### config.mk
export PLATFORM = sky130hd
export DESIGN_NAME = od_decode_top
export DESIGN_NICKNAME = d
export VERILOG_FILES = /design/src/rtl/od_pkg.sv /design/src/rtl/od_irq_router.sv /design/src/rtl/od_decode_top.sv
export VERILOG_INCLUDE_DIRS = /design/src /design/src/rtl
export SDC_FILE = /design/constraint.sdc
export NUM_CORES = 1
export LEC_CHECK = 0
export BUFFER_PORTS_ARGS = -buffer_cell sky130_fd_sc_hd__buf_4
export CAP_MARGIN = 15
export CORE_MARGIN = 3
export CORE_UTILIZATION = 63
export CTS_CLUSTER_DIAMETER = 40
export CTS_CLUSTER_SIZE = 20
export DETAILED_ROUTE_END_ITERATION = 8
export PLACE_DENSITY = 0.91
export RECOVER_POWER = 100
export SLEW_MARGIN = 30
export SYNTH_ARGS = -nofsm -noshare
export SYNTH_HDL_FRONTEND = slang
export SYNTH_SLANG_ARGS = --single-unit
### constraint.sdc
create_clock -name mclk -period 2.7 [get_ports mclk]
set_clock_uncertainty 0.1 [all_clocks]
set_input_delay 0.27 -clock mclk [delete_from_list [all_inputs] [get_ports mclk]]
set_output_delay 0.27 -clock mclk [all_outputs]
set_load 0.01 [all_outputs]
### src/rtl/od_cfg.svh
`ifndef OD_CFG_SVH
`define OD_CFG_SVH

// ----------------------------------------
// Geometry
// ----------------------------------------
`define OD_NUM_PORTS 8
`define OD_NUM_LINES 10
`define OD_SYNC_W 70

// ----------------------------------------
// Register word indices (byte offset is four times)
// ----------------------------------------
`define OD_IDX_CTRL 4'h0
`define OD_IDX_STATUS 4'h1
`define OD_IDX_MASK 4'h2
`define OD_IDX_STRAPS 4'h3
`define OD_IDX_PENDING 4'h4
`define OD_IDX_CUST_LO 4'h8

// ----------------------------------------
// Field positions and reset values
// ----------------------------------------
`define OD_CTRL_ROUTE_EN 0
`define OD_CUST_EN 0
`define OD_CTRL_RST 1'h1
`define OD_MASK_RST 8'h00
`define OD_FACTORY_BASE 16'h0280
`define OD_FACTORY_STEP 16'h0008
`define OD_IRQ_NONE 4'h0

`endif

### src/rtl/od_pkg.sv
package od_pkg;

   // ----------------------------------------
   // Interrupt mode of a port group
   // ----------------------------------------
   typedef enum logic [1:0] {
      OD_MODE_NORMAL,
      OD_MODE_SHARED,
      OD_MODE_MASTER,
      OD_MODE_OPEN
   } od_irq_mode_t;

endpackage : od_pkg

### src/rtl/od_irq_router.sv
`include "od_cfg.svh"

module od_irq_router (
   // Clock and reset
   input wire logic mclk,
   input wire logic reset,
   // Port side
   input wire logic [7:0] pend,
   input wire logic [31:0] sel_flat,
   input wire od_pkg::od_irq_mode_t mode_lo,
   input wire od_pkg::od_irq_mode_t mode_hi,
   input wire logic ext_pd,
   input wire logic route_en,
   // Host lines
   output logic [9:0] line_out,
   output logic [9:0] line_oe,
   output logic [1:0] pulldown_en
);

   // ----------------------------------------
   // Selector decode
   // ----------------------------------------
   function automatic logic od_sel_is(input logic [3:0] code, input int line);
      return code == 4'(line + 1);
   endfunction : od_sel_is

   logic [9:0] norm_sel;
   logic [9:0] norm_val;
   logic [9:0] shr_val;
   logic [9:0] oe_d;
   logic [9:0] out_d;
   logic pd_ok;
   logic [9:0] line_out_q;
   logic [9:0] line_oe_q;
   logic [1:0] pd_q;

   // Pull-down present on card or elsewhere on the bus
   assign pd_ok = ext_pd || mode_lo == od_pkg::OD_MODE_MASTER
                  || mode_hi == od_pkg::OD_MODE_MASTER;

   always_comb begin
      norm_sel = '0;
      norm_val = '0;
      shr_val = '0;
      for (int l = 0; l < `OD_NUM_LINES; l++) begin
         for (int p = 0; p < `OD_NUM_PORTS; p++) begin
            if (od_sel_is(sel_flat[p*4 +: 4], l)) begin
               if ((p < 4 ? mode_lo : mode_hi) == od_pkg::OD_MODE_NORMAL) begin
                  norm_sel[l] = 1'b1;
                  norm_val[l] = norm_val[l] | pend[p];
               end else if ((p < 4 ? mode_lo : mode_hi) != od_pkg::OD_MODE_OPEN) begin
                  shr_val[l] = shr_val[l] | pend[p];
               end
            end
         end
      end
   end

   // Normal lines driven both ways, shared lines only pulled high
   assign oe_d = route_en ? (norm_sel | (shr_val & {10{pd_ok}})) : 10'h000;
   assign out_d = (norm_val | shr_val) & oe_d;

   always_ff @(posedge mclk) begin
      if (reset) begin
         line_out_q <= 10'h000;
         line_oe_q <= 10'h000;
         pd_q <= 2'h0;
      end else begin
         line_out_q <= out_d;
         line_oe_q <= oe_d;
         pd_q <= {mode_hi == od_pkg::OD_MODE_MASTER, mode_lo == od_pkg::OD_MODE_MASTER};
      end
   end

   assign line_out = line_out_q;
   assign line_oe = line_oe_q;
   assign pulldown_en = pd_q;
endmodule : od_irq_router

### src/rtl/od_decode_top.sv
// Functional notes
// - In switch mode the card answers one block of 64 consecutive host I/O addresses.
// - The block base sits on a 64-byte boundary, so address bits 5..0 are not compared.
// - Port n owns the eight addresses at base plus 8*(n-1), base+0 through base+56.
// - Each base switch gives one address bit: on (closed) is 0, off (open) is 1.
// - Seven switches give address bits 12..6, on,on,on,off,on,off,on selects 280-2BF.
// - Factory setup puts port 1 at 280 and later ports at eight-address steps.
// - With the custom decode option chosen, ports decode at programmed addresses.
// - Each port has its own selector routing its interrupt onto one host line.
// - A port may own its host line or share it with other ports on any card.
// - One mode selector covers ports 1-4 and a second covers ports 5-8.
// - A port with no line selected drives no host interrupt line.
// - In shared mode with no pull-down anywhere the ports cannot raise an interrupt.
//
// Added by the designer: the Avalon-MM slave port and the register addresses.
`include "od_cfg.svh"

module od_decode_top (
   // Clock and reset
   input wire logic mclk,
   input wire logic reset,
   // Avalon-MM slave
   input wire logic [5:0] avs_address,
   input wire logic avs_read,
   input wire logic avs_write,
   input wire logic [31:0] avs_writedata,
   output logic [31:0] avs_readdata,
   output logic avs_waitrequest,
   // Host expansion bus
   input wire logic [15:0] host_addr,
   input wire logic host_aen,
   // Configuration straps
   input wire logic [6:0] base_switch_on,
   input wire logic decode_source_select,
   input wire logic [1:0] low_group_irq_mode_select,
   input wire logic [1:0] high_group_irq_mode_select,
   input wire logic [3:0] first_port_irq_selector,
   input wire logic [3:0] second_port_irq_selector,
   input wire logic [3:0] third_port_irq_selector,
   input wire logic [3:0] fourth_port_irq_selector,
   input wire logic [3:0] fifth_port_irq_selector,
   input wire logic [3:0] sixth_port_irq_selector,
   input wire logic [3:0] seventh_port_irq_selector,
   input wire logic [3:0] eighth_port_irq_selector,
   input wire logic ext_pulldown_sense,
   // Serial port side
   input wire logic [7:0] uart_irq,
   output logic [7:0] port_cs,
   output logic [2:0] port_reg,
   // Host interrupt lines
   output logic [9:0] host_irq_out,
   output logic [9:0] host_irq_oe,
   output logic [1:0] group_pulldown_en,
   // Card interrupt
   output logic irq
);

   // ----------------------------------------
   // Helpers
   // ----------------------------------------
   function automatic logic [7:0] od_onehot(input logic [2:0] idx);
      return 8'h01 << idx;
   endfunction : od_onehot

   // ----------------------------------------
   // Input synchronisers
   // ----------------------------------------
   logic [`OD_SYNC_W-1:0] sync_raw;
   logic [`OD_SYNC_W-1:0] sync1_q;
   logic [`OD_SYNC_W-1:0] sync2_q;

   assign sync_raw = {
      host_addr,
      host_aen,
      base_switch_on,
      decode_source_select,
      low_group_irq_mode_select,
      high_group_irq_mode_select,
      eighth_port_irq_selector,
      seventh_port_irq_selector,
      sixth_port_irq_selector,
      fifth_port_irq_selector,
      fourth_port_irq_selector,
      third_port_irq_selector,
      second_port_irq_selector,
      first_port_irq_selector,
      ext_pulldown_sense,
      uart_irq
   };

   always_ff @(posedge mclk) begin
      if (reset) begin
         sync1_q <= '0;
         sync2_q <= '0;
      end else begin
         sync1_q <= sync_raw;
         sync2_q <= sync1_q;
      end
   end

   logic [15:0] addr_s;
   logic aen_s;
   logic [6:0] sw_s;
   logic dsrc_s;
   logic [1:0] mode_lo_s;
   logic [1:0] mode_hi_s;
   logic [31:0] sel_s;
   logic ext_pd_s;
   logic [7:0] pend_s;

   assign addr_s = sync2_q[69:54];
   assign aen_s = sync2_q[53];
   assign sw_s = sync2_q[52:46];
   assign dsrc_s = sync2_q[45];
   assign mode_lo_s = sync2_q[44:43];
   assign mode_hi_s = sync2_q[42:41];
   assign sel_s = sync2_q[40:9];
   assign ext_pd_s = sync2_q[8];
   assign pend_s = sync2_q[7:0];

   // ----------------------------------------
   // Register state
   // ----------------------------------------
   logic ctrl_route_q;
   logic [7:0] status_q;
   logic [7:0] mask_q;
   logic [7:0] pend_prev_q;
   logic [15:0] cust_q [8];
   logic ack_q;
   logic [31:0] rdata_q;
   logic [7:0] port_cs_q;
   logic [2:0] port_reg_q;

   // ----------------------------------------
   // Host address decode
   // ----------------------------------------
   logic [9:0] sw_base;
   logic sw_hit;
   logic [7:0] sw_sel;
   logic [7:0] cust_hit;
   logic [7:0] cust_sel;
   logic [7:0] dec_sel;

   // Switch on reads as 0, off as 1; switch one is address bit 12
   assign sw_base = {3'b000, ~sw_s};
   assign sw_hit = addr_s[15:6] == sw_base;
   assign sw_sel = sw_hit ? od_onehot(addr_s[5:3]) : 8'h00;

   for (genvar n = 0; n < `OD_NUM_PORTS; n++) begin : g_cust
      assign cust_hit[n] = cust_q[n][`OD_CUST_EN] && addr_s[15:3] == cust_q[n][15:3];
   end

   // Lowest numbered port wins an overlap
   assign cust_sel = cust_hit & (~cust_hit + 8'h01);
   assign dec_sel = aen_s ? 8'h00 : (dsrc_s ? cust_sel : sw_sel);

   always_ff @(posedge mclk) begin
      if (reset) begin
         port_cs_q <= 8'h00;
         port_reg_q <= 3'h0;
      end else begin
         port_cs_q <= dec_sel;
         port_reg_q <= addr_s[2:0];
      end
   end

   assign port_cs = port_cs_q;
   assign port_reg = port_reg_q;

   // ----------------------------------------
   // Avalon-MM slave
   // ----------------------------------------
   logic bus_req;
   logic [3:0] widx;
   logic wr_en;
   logic wr_status;
   logic wr_mask;
   logic wr_ctrl;
   logic wr_cust;
   logic [31:0] straps_rd;
   logic [31:0] rd_mux;

   assign bus_req = avs_read | avs_write;
   assign widx = avs_address[5:2];
   assign wr_en = avs_write & ack_q;
   assign wr_ctrl = wr_en && widx == `OD_IDX_CTRL;
   assign wr_status = wr_en && widx == `OD_IDX_STATUS;
   assign wr_mask = wr_en && widx == `OD_IDX_MASK;
   assign wr_cust = wr_en && widx >= `OD_IDX_CUST_LO;
   assign avs_waitrequest = bus_req & ~ack_q;

   assign straps_rd = {1'b0, ext_pd_s, group_pulldown_en, 16'h0000,
                       mode_hi_s, mode_lo_s, dsrc_s, sw_s};
   assign rd_mux = widx >= `OD_IDX_CUST_LO ? {16'h0000, cust_q[widx[2:0]]} :
                   widx == `OD_IDX_CTRL ? {31'h0, ctrl_route_q} :
                   widx == `OD_IDX_STATUS ? {24'h000000, status_q} :
                   widx == `OD_IDX_MASK ? {24'h000000, mask_q} :
                   widx == `OD_IDX_STRAPS ? straps_rd :
                   widx == `OD_IDX_PENDING ? {sel_s[23:0], pend_s} : 32'h00000000;

   always_ff @(posedge mclk) begin
      if (reset) begin
         ack_q <= 1'b0;
         rdata_q <= 32'h00000000;
      end else begin
         ack_q <= bus_req & ~ack_q;
         if (avs_read && !ack_q) begin
            rdata_q <= rd_mux;
         end
      end
   end

   assign avs_readdata = rdata_q;

   // ----------------------------------------
   // Control and custom decode table
   // ----------------------------------------
   always_ff @(posedge mclk) begin
      if (reset) begin
         ctrl_route_q <= `OD_CTRL_RST;
         mask_q <= `OD_MASK_RST;
         for (int n = 0; n < `OD_NUM_PORTS; n++) begin
            cust_q[n] <= 16'(`OD_FACTORY_BASE + `OD_FACTORY_STEP * n) | 16'h0001;
         end
      end else begin
         if (wr_ctrl) begin
            ctrl_route_q <= avs_writedata[`OD_CTRL_ROUTE_EN];
         end
         if (wr_mask) begin
            mask_q <= avs_writedata[7:0];
         end
         if (wr_cust) begin
            cust_q[widx[2:0]] <= {avs_writedata[15:3], 2'b00, avs_writedata[0]};
         end
      end
   end

   // ----------------------------------------
   // Interrupt status
   // ----------------------------------------
   logic [7:0] rise;
   logic [7:0] status_d;

   assign rise = pend_s & ~pend_prev_q;
   // Rising edge wins over a same-cycle clear
   assign status_d = (status_q & ~(wr_status ? avs_writedata[7:0] : 8'h00)) | rise;

   always_ff @(posedge mclk) begin
      if (reset) begin
         status_q <= 8'h00;
         pend_prev_q <= 8'h00;
      end else begin
         status_q <= status_d;
         pend_prev_q <= pend_s;
      end
   end

   assign irq = |(status_q & mask_q);

   // ----------------------------------------
   // Host interrupt routing
   // ----------------------------------------
   od_irq_router u_router (
      .mclk(mclk),
      .reset(reset),
      .pend(pend_s),
      .sel_flat(sel_s),
      .mode_lo(od_pkg::od_irq_mode_t'(mode_lo_s)),
      .mode_hi(od_pkg::od_irq_mode_t'(mode_hi_s)),
      .ext_pd(ext_pd_s),
      .route_en(ctrl_route_q),
      .line_out(host_irq_out),
      .line_oe(host_irq_oe),
      .pulldown_en(group_pulldown_en)
   );
endmodule : od_decode_top

==> flow_summary.ini, run 1 <==
[outcome]
status = finished with violations
violations = DRC, capacitance limit

[placed_design]
dp_hpwl_um = 34000
place_ws_ns = 0.373
gp_congestion = 1.04
placedCellCount = 1931
place_area_mm2 = 0.0174
portBuffers = 160

[critical_path]
cp_max_fo = 26
required_ns = 2.82
crit_buf_inv = 3
cp-end-kind = flip-flop
start_kind = primary input
crit_path_max_incr_delay_ns = 0.67
critical_path_class = in -> reg
cp.arrival_ns = 2.64
path_cells = dlygate4sd3_1 -> buf_6 -> nor2b_1 -> nand4_1 -> clkbuf_1 -> nor2_1 -> or2_2
cpLargestDelayFamily = buffers and inverters
cpMaxStageDelayCell = clkbuf_1

[cts]
cts_root_buf = clkbuf_16
cts_hold_buf = 82
cts.path.max_buffers = 3
cts_inserted_buffers = 39
post_cts_buffers = 0
clk_latency_ns = 0.54
clkSinkCount = 343
cts_tree = built
htree_levels = 2
post_cts_resized = 0
clk_pin_slew_worst_paths_ns = 0.05

[sta]
fin_ws_ns = 0.178
hold_ws_ns = 0.0210
worst_pin_slew_ns = 1.46
post-route-period-util = 0.934
fmax_ghz = 0.397
drv_slew = 0
setup_viol = 0
hold_viol = 0
relSlewSlack = 0.0108
setup_tns_ns = 0
rsz0062_at_grt = false
period_needed_ns = 2.52

[job]
cap_violations = 1

[route]
via_count = 13600
avgRoutedWirePerCell_um = 25.1
drcViolationCount = 18
antenna_left = 0
dr.pass1.iters = 9
viasPerCell = 6.50
drtIter0Drc = 2059
drt-total-wl_um = 52300

[final_layout]
top_register = cust_q
drive_gt1_frac = 0.151
finalNonFillerCells = 2086
syn_to_final_growth_pct = 20.0
largest_register_ffs = 112
layout.nets = 1842
final_cell_area_mm2 = 0.0193
top_regs = cust_q x112, sync1_q x70, sync2_q x70

[synthesis]
synth_area_mm2 = 0.0161
async_flop_share = 0
yosysWarnings = 0
postSynthCellCount = 1522
synth_seq_cells = 343
synth_top_flop_cell = dfxtp_1
synth_edf_count = 112
syn_nets = 1634
syn_avg_cell_area_um2 = 10.5
synth_cell_types = 73
ys_seq_area_frac = 0.498

[pwr]
p_per_area_mw_per_mm2 = 650
ir_drop_uv = 495
leakagePower_nw = 6.76

[die]
coreArea_mm2 = 0.0247
die_y_um = 166
die_area_mm2 = 0.0274
floorplan.initialDensity = 0.650
pin_count = 179
std_cell_rows = 57
fp.dieW_um = 166

[grt]
grt_pass1_wl_um = 79500
grt_max_degree = 148
grt.overflow.total = 0
grt_antenna_before_repair = 2
grt.total_usage = 0.370
grt_pass1_vias = 13500

[min_path]
min_path_type = in -> reg
## cell usage after synthesis, types with 8 or more instances
| library cell | number | area share |
|---|---|---|
| nor4b_1 | 20 | 0.011 |
| nor4_1 | 22 | 0.0086 |
| nor4bb_1 | 11 | 0.0069 |
| mux2i_1 | 12 | 0.0075 |
| dfxtp_1 | 231 | 0.29 |
| nor2b_1 | 175 | 0.068 |
| nand3_1 | 73 | 0.023 |
| edfxtp_1 | 112 | 0.21 |
| a22oi_1 | 32 | 0.015 |
| and2_1 | 77 | 0.030 |
| nor3_1 | 33 | 0.010 |
| a22o_1 | 12 | 0.0065 |
| o21a_1 | 8 | 0.0037 |
| o22ai_1 | 13 | 0.0051 |
| clkbuf_1 | 52 | 0.012 |
| mux4_2 | 25 | 0.035 |
| or3_1 | 31 | 0.012 |
| or2_2 | 11 | 0.0043 |
| nand2_1 | 52 | 0.012 |
| a21oi_1 | 67 | 0.021 |
| mux2_2 | 13 | 0.0091 |
| buf_6 | 13 | 0.0091 |
| nand2b_1 | 23 | 0.0090 |
| buf_2 | 37 | 0.012 |
| xnor2_1 | 99 | 0.054 |
| nand4_1 | 33 | 0.013 |
| a211oi_1 | 8 | 0.0037 |
| xor2_1 | 13 | 0.0071 |
| buf_4 | 15 | 0.0070 |
| nor2_1 | 84 | 0.020 |
## cells by family after synthesis
group | share of synthesized area
XOR/XNOR | 0.0621
AND/OR/NAND/NOR | 0.254
buffers and inverters | 0.0447
multiplexers | 0.0566
AO/OA/AOI/OAI | 0.0846
flip-flops | 0.498
## cell type report
cell class | count | area (um2)
multi-input combinational | 1051 | 7330
timing repair buffer | 292 | 2130
tap | 324 | 405
inverter | 3 | 11.3
sequential | 343 | 7990
antenna | 1 | 2.50
fill | 1536 | 5410
clock buffer | 46 | 1040
clock inverter | 26 | 344
## tightest hold or removal path: stages
cell	delay, ns
buf_4	0.17
mux2i_1	0.09
nor2_1	0.07
## cells in the final DEF (no fill, tap or decap), types with 6 or more instances in the layout
cell             n
clkbuf_16       40
and2_1          30
bufinv_16        6
buf_4          124
nand4_1         33
clkbuf_1        83
or2_2            8
nor4b_1         21
a211oi_1         8
xnor2_1         99
nor4bb_1        11
or3_1           31
o21ai_0          7
a221oi_1         6
dlygate4sd3_1   82
and3_1           7
nor2b_1        175
a22oi_1         32
mux2_2          13
and4bb_2         7
o21bai_1         6
a21oi_1         67
and2_0          47
o22ai_1         13
nor2_1          84
nand3_1         73
mux2i_1         12
mux4_2          25
o21a_1           8
dfxtp_1        231
a22o_1          12
nor3_1          34
xor2_1          12
o22a_1           7
nand2b_1        23
nand2_1         52
edfxtp_1       112
clkinv_2         6
nor4_1          22
## worst paths after layout
kind                           from                           to  slack, ns  cells past startpoint
min                avs_writedata[7]       mask_q[7]$_SDFFE_PP0P_       0.02                      3
max reg2reg  sync2_q[63]$_SDFF_PP0_        port_cs[3]$_SDFF_PP0_       0.26                      5
min reg2reg  sync1_q[69]$_SDFF_PP0_       sync2_q[69]$_SDFF_PP0_       0.34                      1
max                           reset  cust_q[5][12]$_SDFFCE_PN0P_       0.18                      7
## routing by layer
| layer | track usage | up-vias | wire [um] | part of all wire |
|---|---|---|---|---|
| li1 | - | 5857 | - | - |
| met1 | 0.501 | 6372 | 19100 | 0.37 |
| met2 | 0.571 | 1140 | 23000 | 0.44 |
| met3 | 0.112 | 198 | 7880 | 0.15 |
| met4 | 0.130 | 2 | 2260 | 0.043 |
| met5 | 0 | - | 13 | 0.00025 |
## where the power goes
group | total, mW | switching (mW) | leakage, nW | internal, mW
combinational | 1.10 | 0.598 | 3.15 | 0.503
clock | 5.69 | 2.29 | 0.675 | 3.41
sequential | 5.72 | 0.221 | 2.93 | 5.50
total | 12.5 | 3.11 | 6.76 | 9.41
## stage by stage
step | total power [mW] | util
finish | 12.5 | 0.781
global route | 12.8 | 0.781
CTS | 12.4 | 0.794
detailed placement | 6.79 | 0.704
global placement | 6.75 | 0.704
floorplan | 6.37 | -
No activity file was read; power rests on OpenSTA's default activity.
==> run 2, diff against run 1 <==
--- a/config.mk
+++ b/config.mk
@@ -15,6 +15,7 @@
 export DETAILED_ROUTE_END_ITERATION = 8
 export PLACE_DENSITY = 0.91
 export RECOVER_POWER = 100
+export REMOVE_ABC_BUFFERS = 1
 export SLEW_MARGIN = 30
 export SYNTH_ARGS = -nofsm -noshare
 export SYNTH_HDL_FRONTEND = slang
==> flow_summary.ini, run 2 (same netlist as run 1, synthesis figures left out) <==
[final_layout]
layout.nets = 1839
n_antenna_cell = 0
largest_register_ffs = 112
final_common_cell = dfxtp_1
most-common-layout-cells = dfxtp_1, nor2b_1, buf_4, edfxtp_1, xnor2_1
final_cell_area_mm2 = 0.0192
post-route-util = 0.777
syn_to_final_growth_pct = 19.4
finalNonFillerCells = 2082
top_register = cust_q
fillerInstances = 1518
top_regs = cust_q x112, sync1_q x70, sync2_q x70
drive_gt1_frac = 0.145

[die]
floorplan.initialDensity = 0.650
die_area_mm2 = 0.0274
std_cell_rows = 57
die_y_um = 166
pin_count = 179
coreArea_mm2 = 0.0247
fp.dieW_um = 166

[pwr]
fin_total_pwr_mw = 12.4
leakagePower_nw = 6.69
ir_drop_uv = 499
p_per_area_mw_per_mm2 = 647

[cts]
htree_levels = 2
post_cts_resized = 0
cts.path.max_buffers = 3
cts_inserted_buffers = 39
clk_latency_ns = 0.55
cts_tree = built
cts_root_buf = clkbuf_16
clk_pin_slew_worst_paths_ns = 0.06
cts_hold_buf = 84
clkSinkCount = 343
post_cts_buffers = 0

[critical_path]
crit_path_max_incr_delay_ns = 0.75
crit_buf_inv = 0
cpMaxStageDelayCell = dfxtp_1
critical_path_class = reg -> reg
cp_max_fo = 8
required_ns = 3.08
cp.arrival_ns = 2.93
path_cells = xnor2_1 -> nor4_2 -> nand4_1 -> nor4_1 -> a21oi_1 -> nor2_1
cp-end-kind = flip-flop
cpLargestDelayFamily = simple AND/OR/NAND/NOR gates
start_kind = flip-flop

[grt]
grt_max_degree = 175
grt.total_usage = 0.366
grt_pass1_wl_um = 79500
grt_antenna_before_repair = 1
grt.overflow.total = 0
grt_pass1_vias = 13700

[sta]
hold_ws_ns = 0.0186
fin_ws_ns = 0.144
relSlewSlack = -0.225
period_needed_ns = 2.56
drv_slew = 175
setup_viol = 0
worst_pin_slew_ns = 1.84
hold_viol = 0
rsz0062_at_grt = false
fmax_ghz = 0.391
post-route-period-util = 0.947
setup_tns_ns = 0

[route]
antenna_left = 0
dr.pass1.iters = 7
viasPerCell = 6.65
drcViolationCount = 0
drtIter0Drc = 2690
avgRoutedWirePerCell_um = 24.9
drt-total-wl_um = 51800
via_count = 13800

[placed_design]
place_area_mm2 = 0.0173
dp_hpwl_um = 32100
placedCellCount = 1926
place_ws_ns = 0.350
gp_congestion = 1.03
portBuffers = 160

[outcome]
status = finished with violations
violations = capacitance limit, slew limit

[min_path]
min_path_type = in -> reg

[job]
cap_violations = 1
run 2: cell types whose count changed in the layout (fill, tap and decap cells not counted), moves of 4 or more:
cell and change:
or2_2 -4, and2_1 -10, clkinv_2 -4, and2_0 +10, inv_8 +4
run 2: path summary, 6_finish.rpt:
kind	cells after the start	to	slack, ns	start
worst max-delay path	6	port_cs[1]$_SDFF_PP0_	0.14	sync2_q[63]$_SDFF_PP0_
worst min-delay path	2	cust_q[3][5]$_SDFFCE_PN1P_	0.02	avs_writedata[7]
worst max register to register	6	port_cs[1]$_SDFF_PP0_	0.14	sync2_q[63]$_SDFF_PP0_
worst min register to register	1	sync2_q[46]$_SDFF_PP0_	0.33	sync1_q[46]$_SDFF_PP0_
run 2: power breakdown:
group / switching, mW / internal (mW) / leakage (nW)
Clock: 2.34 / 3.26 / 0.670
Combinational: 0.586 / 0.494 / 3.09
Sequential: 0.228 / 5.50 / 2.93
run 2: final cells by class:
type	instances	area, um2	area share
Clock inverter	28	344	0.0180
Tap cell	324	405	0.0212
Multi-Input combinational cell	1051	7300	0.381
Timing Repair Buffer	289	2070	0.108
Clock buffer	44	1040	0.0541
Inverter	3	11.3	0.000588
Sequential cell	343	7990	0.417
run 2: layer usage:
metal,track usage,part of all wire,vias up,wire (um)
li1,-,-,5855,-
met1,0.458,0.34,6501,17800
met2,0.606,0.47,1198,24100
met3,0.0884,0.13,288,6630
met4,0.167,0.062,2,3210
met5,0,0.00023,-,12
